==> config.mk <==
export PLATFORM = sky130hd
export DESIGN_NAME = sibs_slave
export DESIGN_NICKNAME = d
export VERILOG_FILES = /design/src/logic/sibs_pkg.sv /design/src/logic/sibs_slave.sv
export SDC_FILE = /design/constraint.sdc
export NUM_CORES = 1
export LEC_CHECK = 0
export BUFFER_PORTS_ARGS = -buffer_cell sky130_fd_sc_hd__clkbuf_2
export CORE_ASPECT_RATIO = 0.6
export CORE_MARGIN = 5
export CORE_UTILIZATION = 33
export CTS_CLUSTER_DIAMETER = 30
export DETAILED_ROUTE_END_ITERATION = 10
export GPL_TIMING_DRIVEN = 1
export PLACE_DENSITY = 0.58
export SLEW_MARGIN = 15
export SYNTH_ARGS = -nofsm -noshare
export SYNTH_HDL_FRONTEND = slang
export SYNTH_SLANG_ARGS = --single-unit
==> constraint.sdc <==
create_clock -name clk_in -period 2.13 [get_ports clk_in]
set_clock_uncertainty 0.1 [all_clocks]
set_input_delay 0.426 -clock clk_in [delete_from_list [all_inputs] [get_ports clk_in]]
set_output_delay 0.426 -clock clk_in [all_outputs]
set_load 0.005 [all_outputs]
==> src/logic/sibs_pkg.sv <==
// constants and types shared by the indexed block smbus slave
package sibs_pkg;
   localparam logic [7:0] SIBS_ADDR_WR   = 8'hdc;
   localparam logic [7:0] SIBS_ADDR_RD   = 8'hdd;
   localparam int         SIBS_NUM_REGS  = 7;
   localparam logic [7:0] SIBS_IDX_ID    = 8'h04;
   localparam logic [7:0] SIBS_IDX_COUNT = 8'h06;
   localparam logic [3:0] SIBS_LAST_BIT  = 4'h7;
   localparam logic [3:0] SIBS_ACK_BIT   = 4'h8;
   localparam logic [7:0] SIBS_RST_FREQ  = 8'h07;
   localparam logic [7:0] SIBS_RST_OE    = 8'h66;
   localparam logic [7:0] SIBS_RST_STOP  = 8'h00;
   localparam logic [7:0] SIBS_RST_SPARE = 8'h00;
   // identification bytes: values are arbitrary
   localparam logic [7:0] SIBS_RST_VREV  = 8'h5a;
   localparam logic [7:0] SIBS_RST_DEVID = 8'h3c;
   localparam logic [7:0] SIBS_RST_COUNT = 8'h07;
   localparam logic [7:0] SIBS_RST_VALS [SIBS_NUM_REGS] = '{SIBS_RST_FREQ, SIBS_RST_OE,
      SIBS_RST_STOP, SIBS_RST_SPARE, SIBS_RST_VREV, SIBS_RST_DEVID, SIBS_RST_COUNT};

   typedef enum logic [2:0] {ST_IDLE, ST_ADDR, ST_INDEX, ST_COUNT, ST_WDATA, ST_RDATA}
      sibs_state_t;
endpackage

==> src/logic/sibs_slave.sv <==
// smbus indexed block write / block read slave with a two-entry update buffer
`timescale 1ns/1ns
////////////////////////////////////////////////////////////////////////////////
// Operation
// - data bytes stored at successive indexes, except at the id index 4 and past the table
// - device acknowledges written data bytes up to the count while the update buffer has room
// - device acknowledges read address dd
// - first read byte is the count
// - then contents from index onward
// - read count comes from count register
module sibs_slave
   import sibs_pkg::*;
(
   input  wire logic       clk_in,
   input  wire logic       rst_in,
   input  wire logic       scl_in,
   input  wire logic       sda_in,
   output logic            sda_out,
   output logic            sda_oe_out,
   input  wire logic       upd_ready_in,
   output logic            upd_valid_out,
   output logic [7:0]      upd_index_out,
   output logic [7:0]      upd_data_out,
   output logic [7:0]      ctrl_freq_out,
   output logic [7:0]      ctrl_oe_out,
   output logic [7:0]      ctrl_stop_out
);

   logic              scl_s1_reg, scl_s2_reg, scl_d_reg;
   logic              sda_s1_reg, sda_s2_reg, sda_d_reg;
   logic              rise_ev, fall_ev, start_ev, stop_ev;
   sibs_state_t       st_reg, st_next;
   logic [3:0]        bitcnt_reg, bitcnt_next;
   logic              seen_reg, seen_next;
   logic [7:0]        shreg_reg, shreg_next;
   logic              oe_reg, oe_next;
   logic [7:0]        idx_reg, idx_next;
   logic [7:0]        remain_reg, remain_next;
   logic              mack_reg, mack_next;
   logic              push;
   logic              pop;
   logic              head_v_reg, head_v_next, tail_v_reg, tail_v_next;
   logic [7:0]        head_idx_reg, head_idx_next, tail_idx_reg, tail_idx_next;
   logic [7:0]        head_dat_reg, head_dat_next, tail_dat_reg, tail_dat_next;
   logic [7:0]        regs_reg [SIBS_NUM_REGS];
   logic [7:0]        regs_next [SIBS_NUM_REGS];

   function automatic logic is_ours(input logic [7:0] addr);
      is_ours = (addr == SIBS_ADDR_WR) || (addr == SIBS_ADDR_RD);
   endfunction

   // indexes past the table read as zero
   function automatic logic [7:0] read_byte(input logic [7:0] idx,
                                            input logic [7:0] regs [SIBS_NUM_REGS]);
      read_byte = 8'h00;
      if (idx < 8'(SIBS_NUM_REGS))
         read_byte = regs[idx[2:0]];
   endfunction

   ////////////////////////////////////////////////////////////////////////////
   // pin synchronisers and bus event detection
   always_ff @(posedge clk_in)
   begin
      if (rst_in)
      begin
         scl_s1_reg <= 1'b1;
         scl_s2_reg <= 1'b1;
         scl_d_reg  <= 1'b1;
         sda_s1_reg <= 1'b1;
         sda_s2_reg <= 1'b1;
         sda_d_reg  <= 1'b1;
      end
      else
      begin
         scl_s1_reg <= scl_in;
         scl_s2_reg <= scl_s1_reg;
         scl_d_reg  <= scl_s2_reg;
         sda_s1_reg <= sda_in;
         sda_s2_reg <= sda_s1_reg;
         sda_d_reg  <= sda_s2_reg;
      end
   end

   assign rise_ev  = scl_s2_reg & ~scl_d_reg;
   assign fall_ev  = ~scl_s2_reg & scl_d_reg;
   assign start_ev = scl_s2_reg & scl_d_reg & sda_d_reg & ~sda_s2_reg;
   assign stop_ev  = scl_s2_reg & scl_d_reg & ~sda_d_reg & sda_s2_reg;

   ////////////////////////////////////////////////////////////////////////////
   // byte engine: samples on scl rise, changes sda after scl fall
   always_comb
   begin
      st_next     = st_reg;
      bitcnt_next = bitcnt_reg;
      seen_next   = seen_reg;
      shreg_next  = shreg_reg;
      oe_next     = oe_reg;
      idx_next    = idx_reg;
      remain_next = remain_reg;
      mack_next   = mack_reg;
      push        = 1'b0;
      if (stop_ev)
      begin
         st_next = ST_IDLE;
         oe_next = 1'b0;
      end
      else if (start_ev)
      begin
         st_next     = ST_ADDR;
         bitcnt_next = 4'h0;
         seen_next   = 1'b0;
         oe_next     = 1'b0;
      end
      else if (st_reg != ST_IDLE && rise_ev)
      begin
         // the fall that follows a start carries no bit; seen gates it out
         seen_next = 1'b1;
         if (bitcnt_reg == SIBS_ACK_BIT)
            mack_next = ~sda_s2_reg;
         else if (st_reg != ST_RDATA)
            shreg_next = {shreg_reg[6:0], sda_s2_reg};
      end
      else if (st_reg != ST_IDLE && fall_ev && seen_reg)
      begin
         seen_next = 1'b0;
         if (bitcnt_reg == SIBS_LAST_BIT)
         begin
            bitcnt_next = SIBS_ACK_BIT;
            oe_next     = 1'b0;
            case (st_reg)
               ST_ADDR:
               begin
                  oe_next = is_ours(shreg_reg);
                  if (!is_ours(shreg_reg))
                     st_next = ST_IDLE;
               end
               ST_INDEX:
               begin
                  oe_next  = 1'b1;
                  idx_next = shreg_reg;
               end
               ST_COUNT:
               begin
                  oe_next     = 1'b1;
                  remain_next = shreg_reg;
               end
               ST_WDATA:
               begin
                  // a full buffer or a surplus byte is refused with a nack
                  if (remain_reg != 8'h00 && !tail_v_reg)
                  begin
                     oe_next     = 1'b1;
                     push        = 1'b1;
                     idx_next    = 8'(idx_reg + 8'h01);
                     remain_next = 8'(remain_reg - 8'h01);
                  end
               end
               default: oe_next = 1'b0;
            endcase
         end
         else if (bitcnt_reg == SIBS_ACK_BIT)
         begin
            bitcnt_next = 4'h0;
            oe_next     = 1'b0;
            case (st_reg)
               ST_ADDR:
               begin
                  if (shreg_reg == SIBS_ADDR_RD)
                  begin
                     st_next    = ST_RDATA;
                     shreg_next = read_byte(SIBS_IDX_COUNT, regs_reg);
                     oe_next    = ~shreg_next[7];
                  end
                  else
                     st_next = ST_INDEX;
               end
               ST_INDEX: st_next = ST_COUNT;
               ST_COUNT: st_next = ST_WDATA;
               ST_RDATA:
               begin
                  if (mack_reg)
                  begin
                     shreg_next = read_byte(idx_reg, regs_reg);
                     idx_next   = 8'(idx_reg + 8'h01);
                     oe_next    = ~shreg_next[7];
                  end
                  else
                     st_next = ST_IDLE;
               end
               default: st_next = st_reg;
            endcase
         end
         else
         begin
            bitcnt_next = 4'(bitcnt_reg + 4'h1);
            if (st_reg == ST_RDATA)
            begin
               shreg_next = {shreg_reg[6:0], 1'b0};
               oe_next    = ~shreg_next[7];
            end
         end
      end
   end

   always_ff @(posedge clk_in)
   begin
      if (rst_in)
      begin
         st_reg     <= ST_IDLE;
         bitcnt_reg <= 4'h0;
         seen_reg   <= 1'b0;
         shreg_reg  <= 8'h00;
         oe_reg     <= 1'b0;
         idx_reg    <= 8'h00;
         remain_reg <= 8'h00;
         mack_reg   <= 1'b0;
      end
      else
      begin
         st_reg     <= st_next;
         bitcnt_reg <= bitcnt_next;
         seen_reg   <= seen_next;
         shreg_reg  <= shreg_next;
         oe_reg     <= oe_next;
         idx_reg    <= idx_next;
         remain_reg <= remain_next;
         mack_reg   <= mack_next;
      end
   end

   ////////////////////////////////////////////////////////////////////////////
   // two-entry update buffer; head entry feeds the ports directly
   assign pop = head_v_reg & upd_ready_in;

   always_comb
   begin
      head_v_next   = head_v_reg;
      head_idx_next = head_idx_reg;
      head_dat_next = head_dat_reg;
      tail_v_next   = tail_v_reg;
      tail_idx_next = tail_idx_reg;
      tail_dat_next = tail_dat_reg;
      if (pop)
      begin
         head_v_next   = tail_v_reg;
         head_idx_next = tail_idx_reg;
         head_dat_next = tail_dat_reg;
         tail_v_next   = 1'b0;
      end
      if (push && !head_v_next)
      begin
         head_v_next   = 1'b1;
         head_idx_next = idx_reg;
         head_dat_next = shreg_reg;
      end
      else if (push)
      begin
         tail_v_next   = 1'b1;
         tail_idx_next = idx_reg;
         tail_dat_next = shreg_reg;
      end
   end

   // the register table is written only as entries leave the buffer
   always_comb
   begin
      for (int i = 0; i < SIBS_NUM_REGS; i++)
         regs_next[i] = regs_reg[i];
      if (pop && head_idx_reg < 8'(SIBS_NUM_REGS) && head_idx_reg != SIBS_IDX_ID)
         regs_next[head_idx_reg[2:0]] = head_dat_reg;
   end

   always_ff @(posedge clk_in)
   begin
      if (rst_in)
      begin
         head_v_reg   <= 1'b0;
         head_idx_reg <= 8'h00;
         head_dat_reg <= 8'h00;
         tail_v_reg   <= 1'b0;
         tail_idx_reg <= 8'h00;
         tail_dat_reg <= 8'h00;
         for (int i = 0; i < SIBS_NUM_REGS; i++)
            regs_reg[i] <= SIBS_RST_VALS[i];
      end
      else
      begin
         head_v_reg   <= head_v_next;
         head_idx_reg <= head_idx_next;
         head_dat_reg <= head_dat_next;
         tail_v_reg   <= tail_v_next;
         tail_idx_reg <= tail_idx_next;
         tail_dat_reg <= tail_dat_next;
         for (int i = 0; i < SIBS_NUM_REGS; i++)
            regs_reg[i] <= regs_next[i];
      end
   end

   // open drain: only ever pulls low
   assign sda_out       = 1'b0;
   assign sda_oe_out    = oe_reg;
   assign upd_valid_out = head_v_reg;
   assign upd_index_out = head_idx_reg;
   assign upd_data_out  = head_dat_reg;
   assign ctrl_freq_out = regs_reg[0];
   assign ctrl_oe_out   = regs_reg[1];
   assign ctrl_stop_out = regs_reg[2];

   logic ack_dec, ack_end;
   assign ack_dec = fall_ev && seen_reg && bitcnt_reg == SIBS_LAST_BIT && st_reg != ST_IDLE;
   assign ack_end = fall_ev && seen_reg && bitcnt_reg == SIBS_ACK_BIT;

   // byte that the read engine should load next, kept apart from the engine's own path
   logic [7:0] rd_exp_reg;
   always_ff @(posedge clk_in)
      rd_exp_reg <= read_byte(idx_reg, regs_reg);
endmodule

Word level (Yosys, flattened, before mapping)

Cells that the tools add are included.

Flip-flop bits (word level): 130
Bits of input ports: 5
Output and inout port bits: 43
Word-level logic and storage cells: 205

Add/subtract/negate cells: 3
$lt $le $gt $ge: 5
Eq/ne operators: 26
Mux-type cells: 82
Bitwise logic cells: 21
Reductions and logical operators: 40

Operators with widths:

| cell                | count |
|---|---|
| $mux 8              | 39 |
| $bwmux 56           | 1 |
| $pmux 8 s2          | 3 |
| $bmux 8 s3          | 1 |
| $demux 8 s3         | 1 |
| $mux 1              | 23 |
| $reduce_and 7->1    | 3 |
| $mux 4              | 5 |
| $mux 3              | 6 |
| $reduce_bool 3->1   | 6 |
| $eq 8x8->1 const B  | 2 |
| $lt 8x3->1 const B  | 2 |
| $ne 3x3->1 const B  | 5 |
| $reduce_bool 2->1   | 7 |
| $pmux 3 s4          | 1 |
| $not 1->1           | 11 |
| $ne 2x2->1 const B  | 5 |
| $reduce_and 10->1   | 1 |
| $reduce_and 9->1    | 1 |
| $add 8x1->8 const B | 1 |
| $and 1x1->1         | 8 |
| $ge 4x4->1 const B  | 2 |
| $logic_and 1x1->1   | 8 |
| $ne 8x3->1 const B  | 1 |
| 25 further kinds    | 34 |

Depth between registers and ports, before layout

Depth in word-level cells: 19
Mapped depth: 9
Depth with buffers taken out: 7

Least setup slack after synthesis

OpenSTA, ideal clock, no wires.

Path type: reg-to-reg
From: reg remain_reg[0]
To: reg tail_dat_reg[1]
Library setup time: 0.132 ns
Data arrival time: 1.918 ns
Required time: 1.898 ns
Path slack: -0.021 ns
Cell stages (with the launch flop): 10
Path buffers: 2
Period minus slack after synthesis: 2.151 ns
Cells stage by stage: dfxtp_1 inv_1 ha_1 nor3b_1 a21o_1 or4_1 buf_2 buf_4 nand2_1 a21oi_1

Cells in the longest elaborated chain, start to end: 12

RTL lines:

| element                             | line              | RTL |
|---|---|---|
| from (decl)                         | sibs_slave.sv:38  | `logic [7:0] remain_reg, remain_next;` |
| from (signal assigned)              | sibs_slave.sv:226 | `remain_reg <= remain_next;` |
| $reduce_bool 8->1 *                 | sibs_slave.sv:150 | `if (remain_reg != 8'h00 && !tail_v_reg)` |
| $logic_and 1x1->1 *                 | sibs_slave.sv:150 |  |
| $mux 1 *                            | sibs_slave.sv:150 |  |
| $mux 1 *                            | sibs_slave.sv:130 | `case (st_reg)` |
| $mux 1 *                            | sibs_slave.sv:126 | `if (bitcnt_reg == SIBS_LAST_BIT)` |
| $mux 1 *                            | sibs_slave.sv:123 | `else if (st_reg != ST_IDLE && fall_ev && seen_reg)` |
| $mux 1 *                            | sibs_slave.sv:114 | `else if (st_reg != ST_IDLE && rise_ev)` |
| $mux 1 *                            | sibs_slave.sv:107 | `else if (start_ev)` |
| $mux 1 *                            | sibs_slave.sv:102 | `if (stop_ev)` |
| $logic_and 1x1->1                   | sibs_slave.sv:250 | `if (push && !head_v_next)` |
| $not 1->1 (no source line)          | -                 |  |
| $reduce_and 2->1 (no source line) * | -                 |  |
| to (signal assigned)                | sibs_slave.sv:293 | `tail_dat_reg <= tail_dat_next;` |
| to (decl)                           | sibs_slave.sv:44  | `logic [7:0] head_dat_reg, head_dat_next, tail_dat_reg, tail_dat_next;` |

Mark *: on every way between the ends. The rest lies on a longest branch, timed or not.
A chain may end at the register's enable or synchronous reset.

Worst setup path in the final report

From: reg st_reg[2]
To: reg remain_reg[4]

Cells in the longest elaborated chain, start to end: 4
Elaborated cells between the ends (all ways): 11
Classes of those cells: 3 x eq/ne; 1 x mux; 1 x bitwise; 6 x reduce/logical

RTL lines:

| element                                                                  | line              | RTL |
|---|---|---|
| from (decl)                                                              | sibs_slave.sv:32  | `sibs_state_t st_reg, st_next;` |
| from (signal assigned)                                                   | sibs_slave.sv:220 | `st_reg <= st_next;` |
| parallel branches: the longest is 4 deep, another holds $reduce_and 7->1 | -                 |  |

Several ways; the timed one is not identified.

==> metrics.csv <==
metric;value;unit
status;finished clean;
clock network power share;54.9;%
sequential fraction of the synthesis area;40.4;%
DR pass1 iterations;6;
std cell rows;39;
FF-to-FF Start;st_reg[2];
Setup WS pre-CTS;-0.0436;ns
Final min period;2.04;ns
Leak;3.20;nW
worst slew pin tran;0.632;ns
routed vias;5748;
fmax;0.489;GHz
Die W;190;um
clock root cell;clkbuf_16;
Final Cycle Share;96.0;%
worst endpoint required time;2.31;ns
placed insts;1074;
FF+latch count, synth;130;
clock latency on the worst-skew pair;0.43;ns
total track usage;16.5;%
top sig layer;met4;
die height;118;um
Longest Clk Path Bufs;2;
Diodes inserted;0;
IO Count;48;
clock sinks;130;
WL final;18900;um
Post-Syn Area per Cell;8.45;um2
global-route wire length before repair;29600;um
Syn Std Cell Area;6440;um2
Hold Buf Count CTS;0;
crit path capture type;flip-flop;
per-cell routed wire length;17.0;um
relative slew slack;57.8;%
FF-to-FF End;remain_reg[4];
DP Wirelength;13300;um
Nets;841;
synthesis-to-layout area growth;23.9;%
pin count of the biggest net entering global routing;133;
Design Area, Final;7980;um2
remaining antenna violation count;0;
worst min-delay path class;input pin to flip-flop;
ys flop type;dfxtp_1;
DRC viols;0;
Setup WS post-layout;0.0857;ns
Reg2Reg Depth;6;
Net Sw Frac;22.5;%
Util after Layout;41.7;%
starting density of the core;33.7;%
Gate power share;1.6;%
met3 WL post-DR;1280;um
drt first-iter violations;489;
routability cong.;0.872;
Fin Hold WS;0.0913;ns
Min-Delay Startpoint;sda_in;
Max Cap Viol;0;
fraction of layout cells with a size suffix above 1;25.6;%
final hold violations;0;
synthesis warning total;0;
CTS tree;built;
Final Max Slew Viols;0;
WL met2;6770;um
Layout Cells excl Fill;1111;
Synth Instances;762;
Seq pwr share;43.5;%
grt ovf;0;
Hold Path Sink;sda_s1_reg;
Max IR drop VDD;0.000628;V
WS Path Type;flip-flop to flip-flop;
Core ar.;19100;um2
Setup violations, final;0;
antenna violations before repair;0;
Netlist cell types;65;
r2r setup slk;0.09;ns
Sum Neg Setup Slack;0;ns
Syn Nets;771;
Reg clk slew, reported paths;0.06;ns
met1 wire length;10700;um
crit path launch type;flip-flop;
flip-flop count of the largest register after layout;32;
Sw Pwr;1.27;mW
worst-path fanout max;13;
DR vias/cell;5.17;
Worst EP arrival;2.23;ns
Post-synth EDFFs;0;
Int Pwr;4.35;mW
pwr dens;704;nW/um2
H-tree Lvls;4;
vias in the first global route;5077;
CTS Buf Count;17;
asr flop ratio synth;0;%
overall power;5.62;mW
DIE AREA;22500;um2
Port Buffers;46;
hold depth;2;
Area after DPL;7230;um2
-- what timing repair did --
action                                  CTS  global route
cloned                                    0             0
setup buffers                             0             5
pin swaps                                 0             3
endpoints found under the setup margin   18            71
gates resized for setup                   3            27
hold endpoints to repair                  0             0
-- worst max-delay path: stages, from the launching register on --
cell and delay (ns):
dfxtp_1 0.40, or3b_1 0.50, a211oi_4 0.33, o21ai_2 0.15, buf_12 0.16, o21ai_0 0.16, o31ai_1 0.09
-- placed cells by master (no fill, tap or decap), drive strengths merged, types with 8 or more instances in the layout --
master and count:
buf 79, nand3 11, inv 16, nand3b 19, o21ai 29, mux2i 47, and2 11, dfxtp 130
a211oi 22, nor2 58, clkbuf 63, or2 15, nand2b 10, o221ai 8, a311oi 8, a21oi 74
nor3 10, nand2 121, a21o 10
-- routing by layer --
layer	GRT usage, %	vias to the layer above
met2	19.1	174
met3	3.71	16
met1	28.6	2731
met5	0	-
li1	-	2827
met4	4.44	0
-- synth_stat cells, types with 6 or more instances --
cell type / n / area share [%]
nor2_1: 58 / 3.4
nand2_1: 119 / 6.9
nand3_1: 11 / 0.85
nor2b_1: 7 / 0.68
clkbuf_1: 25 / 1.5
a211oi_1: 19 / 2.2
a21oi_1: 74 / 5.7
o21ai_0: 27 / 2.1
and2_1: 10 / 0.97
inv_1: 12 / 0.70
dfxtp_1: 130 / 40
a21o_1: 10 / 1.2
nand2b_1: 10 / 0.97
mux2i_1: 47 / 7.3
buf_4: 29 / 3.4
buf_2: 16 / 1.2
o221ai_1: 7 / 0.95
and3_1: 7 / 0.68
a211o_1: 6 / 0.82
mux2_2: 7 / 1.2
a311oi_1: 8 / 1.1
nor3_1: 10 / 0.78
nand3b_1: 19 / 2.2
o22ai_1: 7 / 0.68
or2_2: 14 / 1.4
-- cells by family after synthesis --
group,after synthesis,synth area share [%]
AND/OR/NAND/NOR,299,23.1
AO/OA/AOI/OAI,188,19.5
flip-flops,130,40.4
buffers and inverters,85,7.21
multiplexers,55,8.88
adder cells (fa/ha/maj),4,0.777
other,1,0.0582
-- worst max-delay path by stage --
stage                startpoint         endpoint  cells after the start
2_1_floorplan     remain_reg[0]  tail_dat_reg[1]                      9
3_3_place_gp         idx_reg[7]       sda_oe_out                      6
3_5_place_dp         idx_reg[7]       sda_oe_out                      6
4_1_cts        upd_index_out[7]   ctrl_oe_out[3]                      7
5_1_grt           bitcnt_reg[0]  tail_dat_reg[0]                      7
6_report              st_reg[2]    remain_reg[4]                      6
-- power by group through the flow --
| stage | registers, mW | clock network, mW | logic [mW] |
|---|---|---|---|
| 4_1_cts | 2.44 | 3.12 | 0.0869 |
| 2_1_floorplan | 2.49 | 0 | 0.0614 |
| 3_5_place_dp | 2.50 | 0 | 0.0865 |
| 5_1_grt | 2.44 | 3.24 | 0.0954 |
| 6_report | 2.44 | 3.09 | 0.0881 |
| 3_3_place_gp | 2.50 | 0 | 0.0862 |
-- cell type report --
type / instances / area, um2
inverter: 12 / 45.0
clock buffer: 18 / 439
sequential: 130 / 2610
fill: 1928 / 11100
multi-input combinational: 547 / 3460
timing repair buffer: 124 / 917
clock inverter: 14 / 179
tap: 266 / 333
Note: power is estimated with default switching activity, not from simulation.
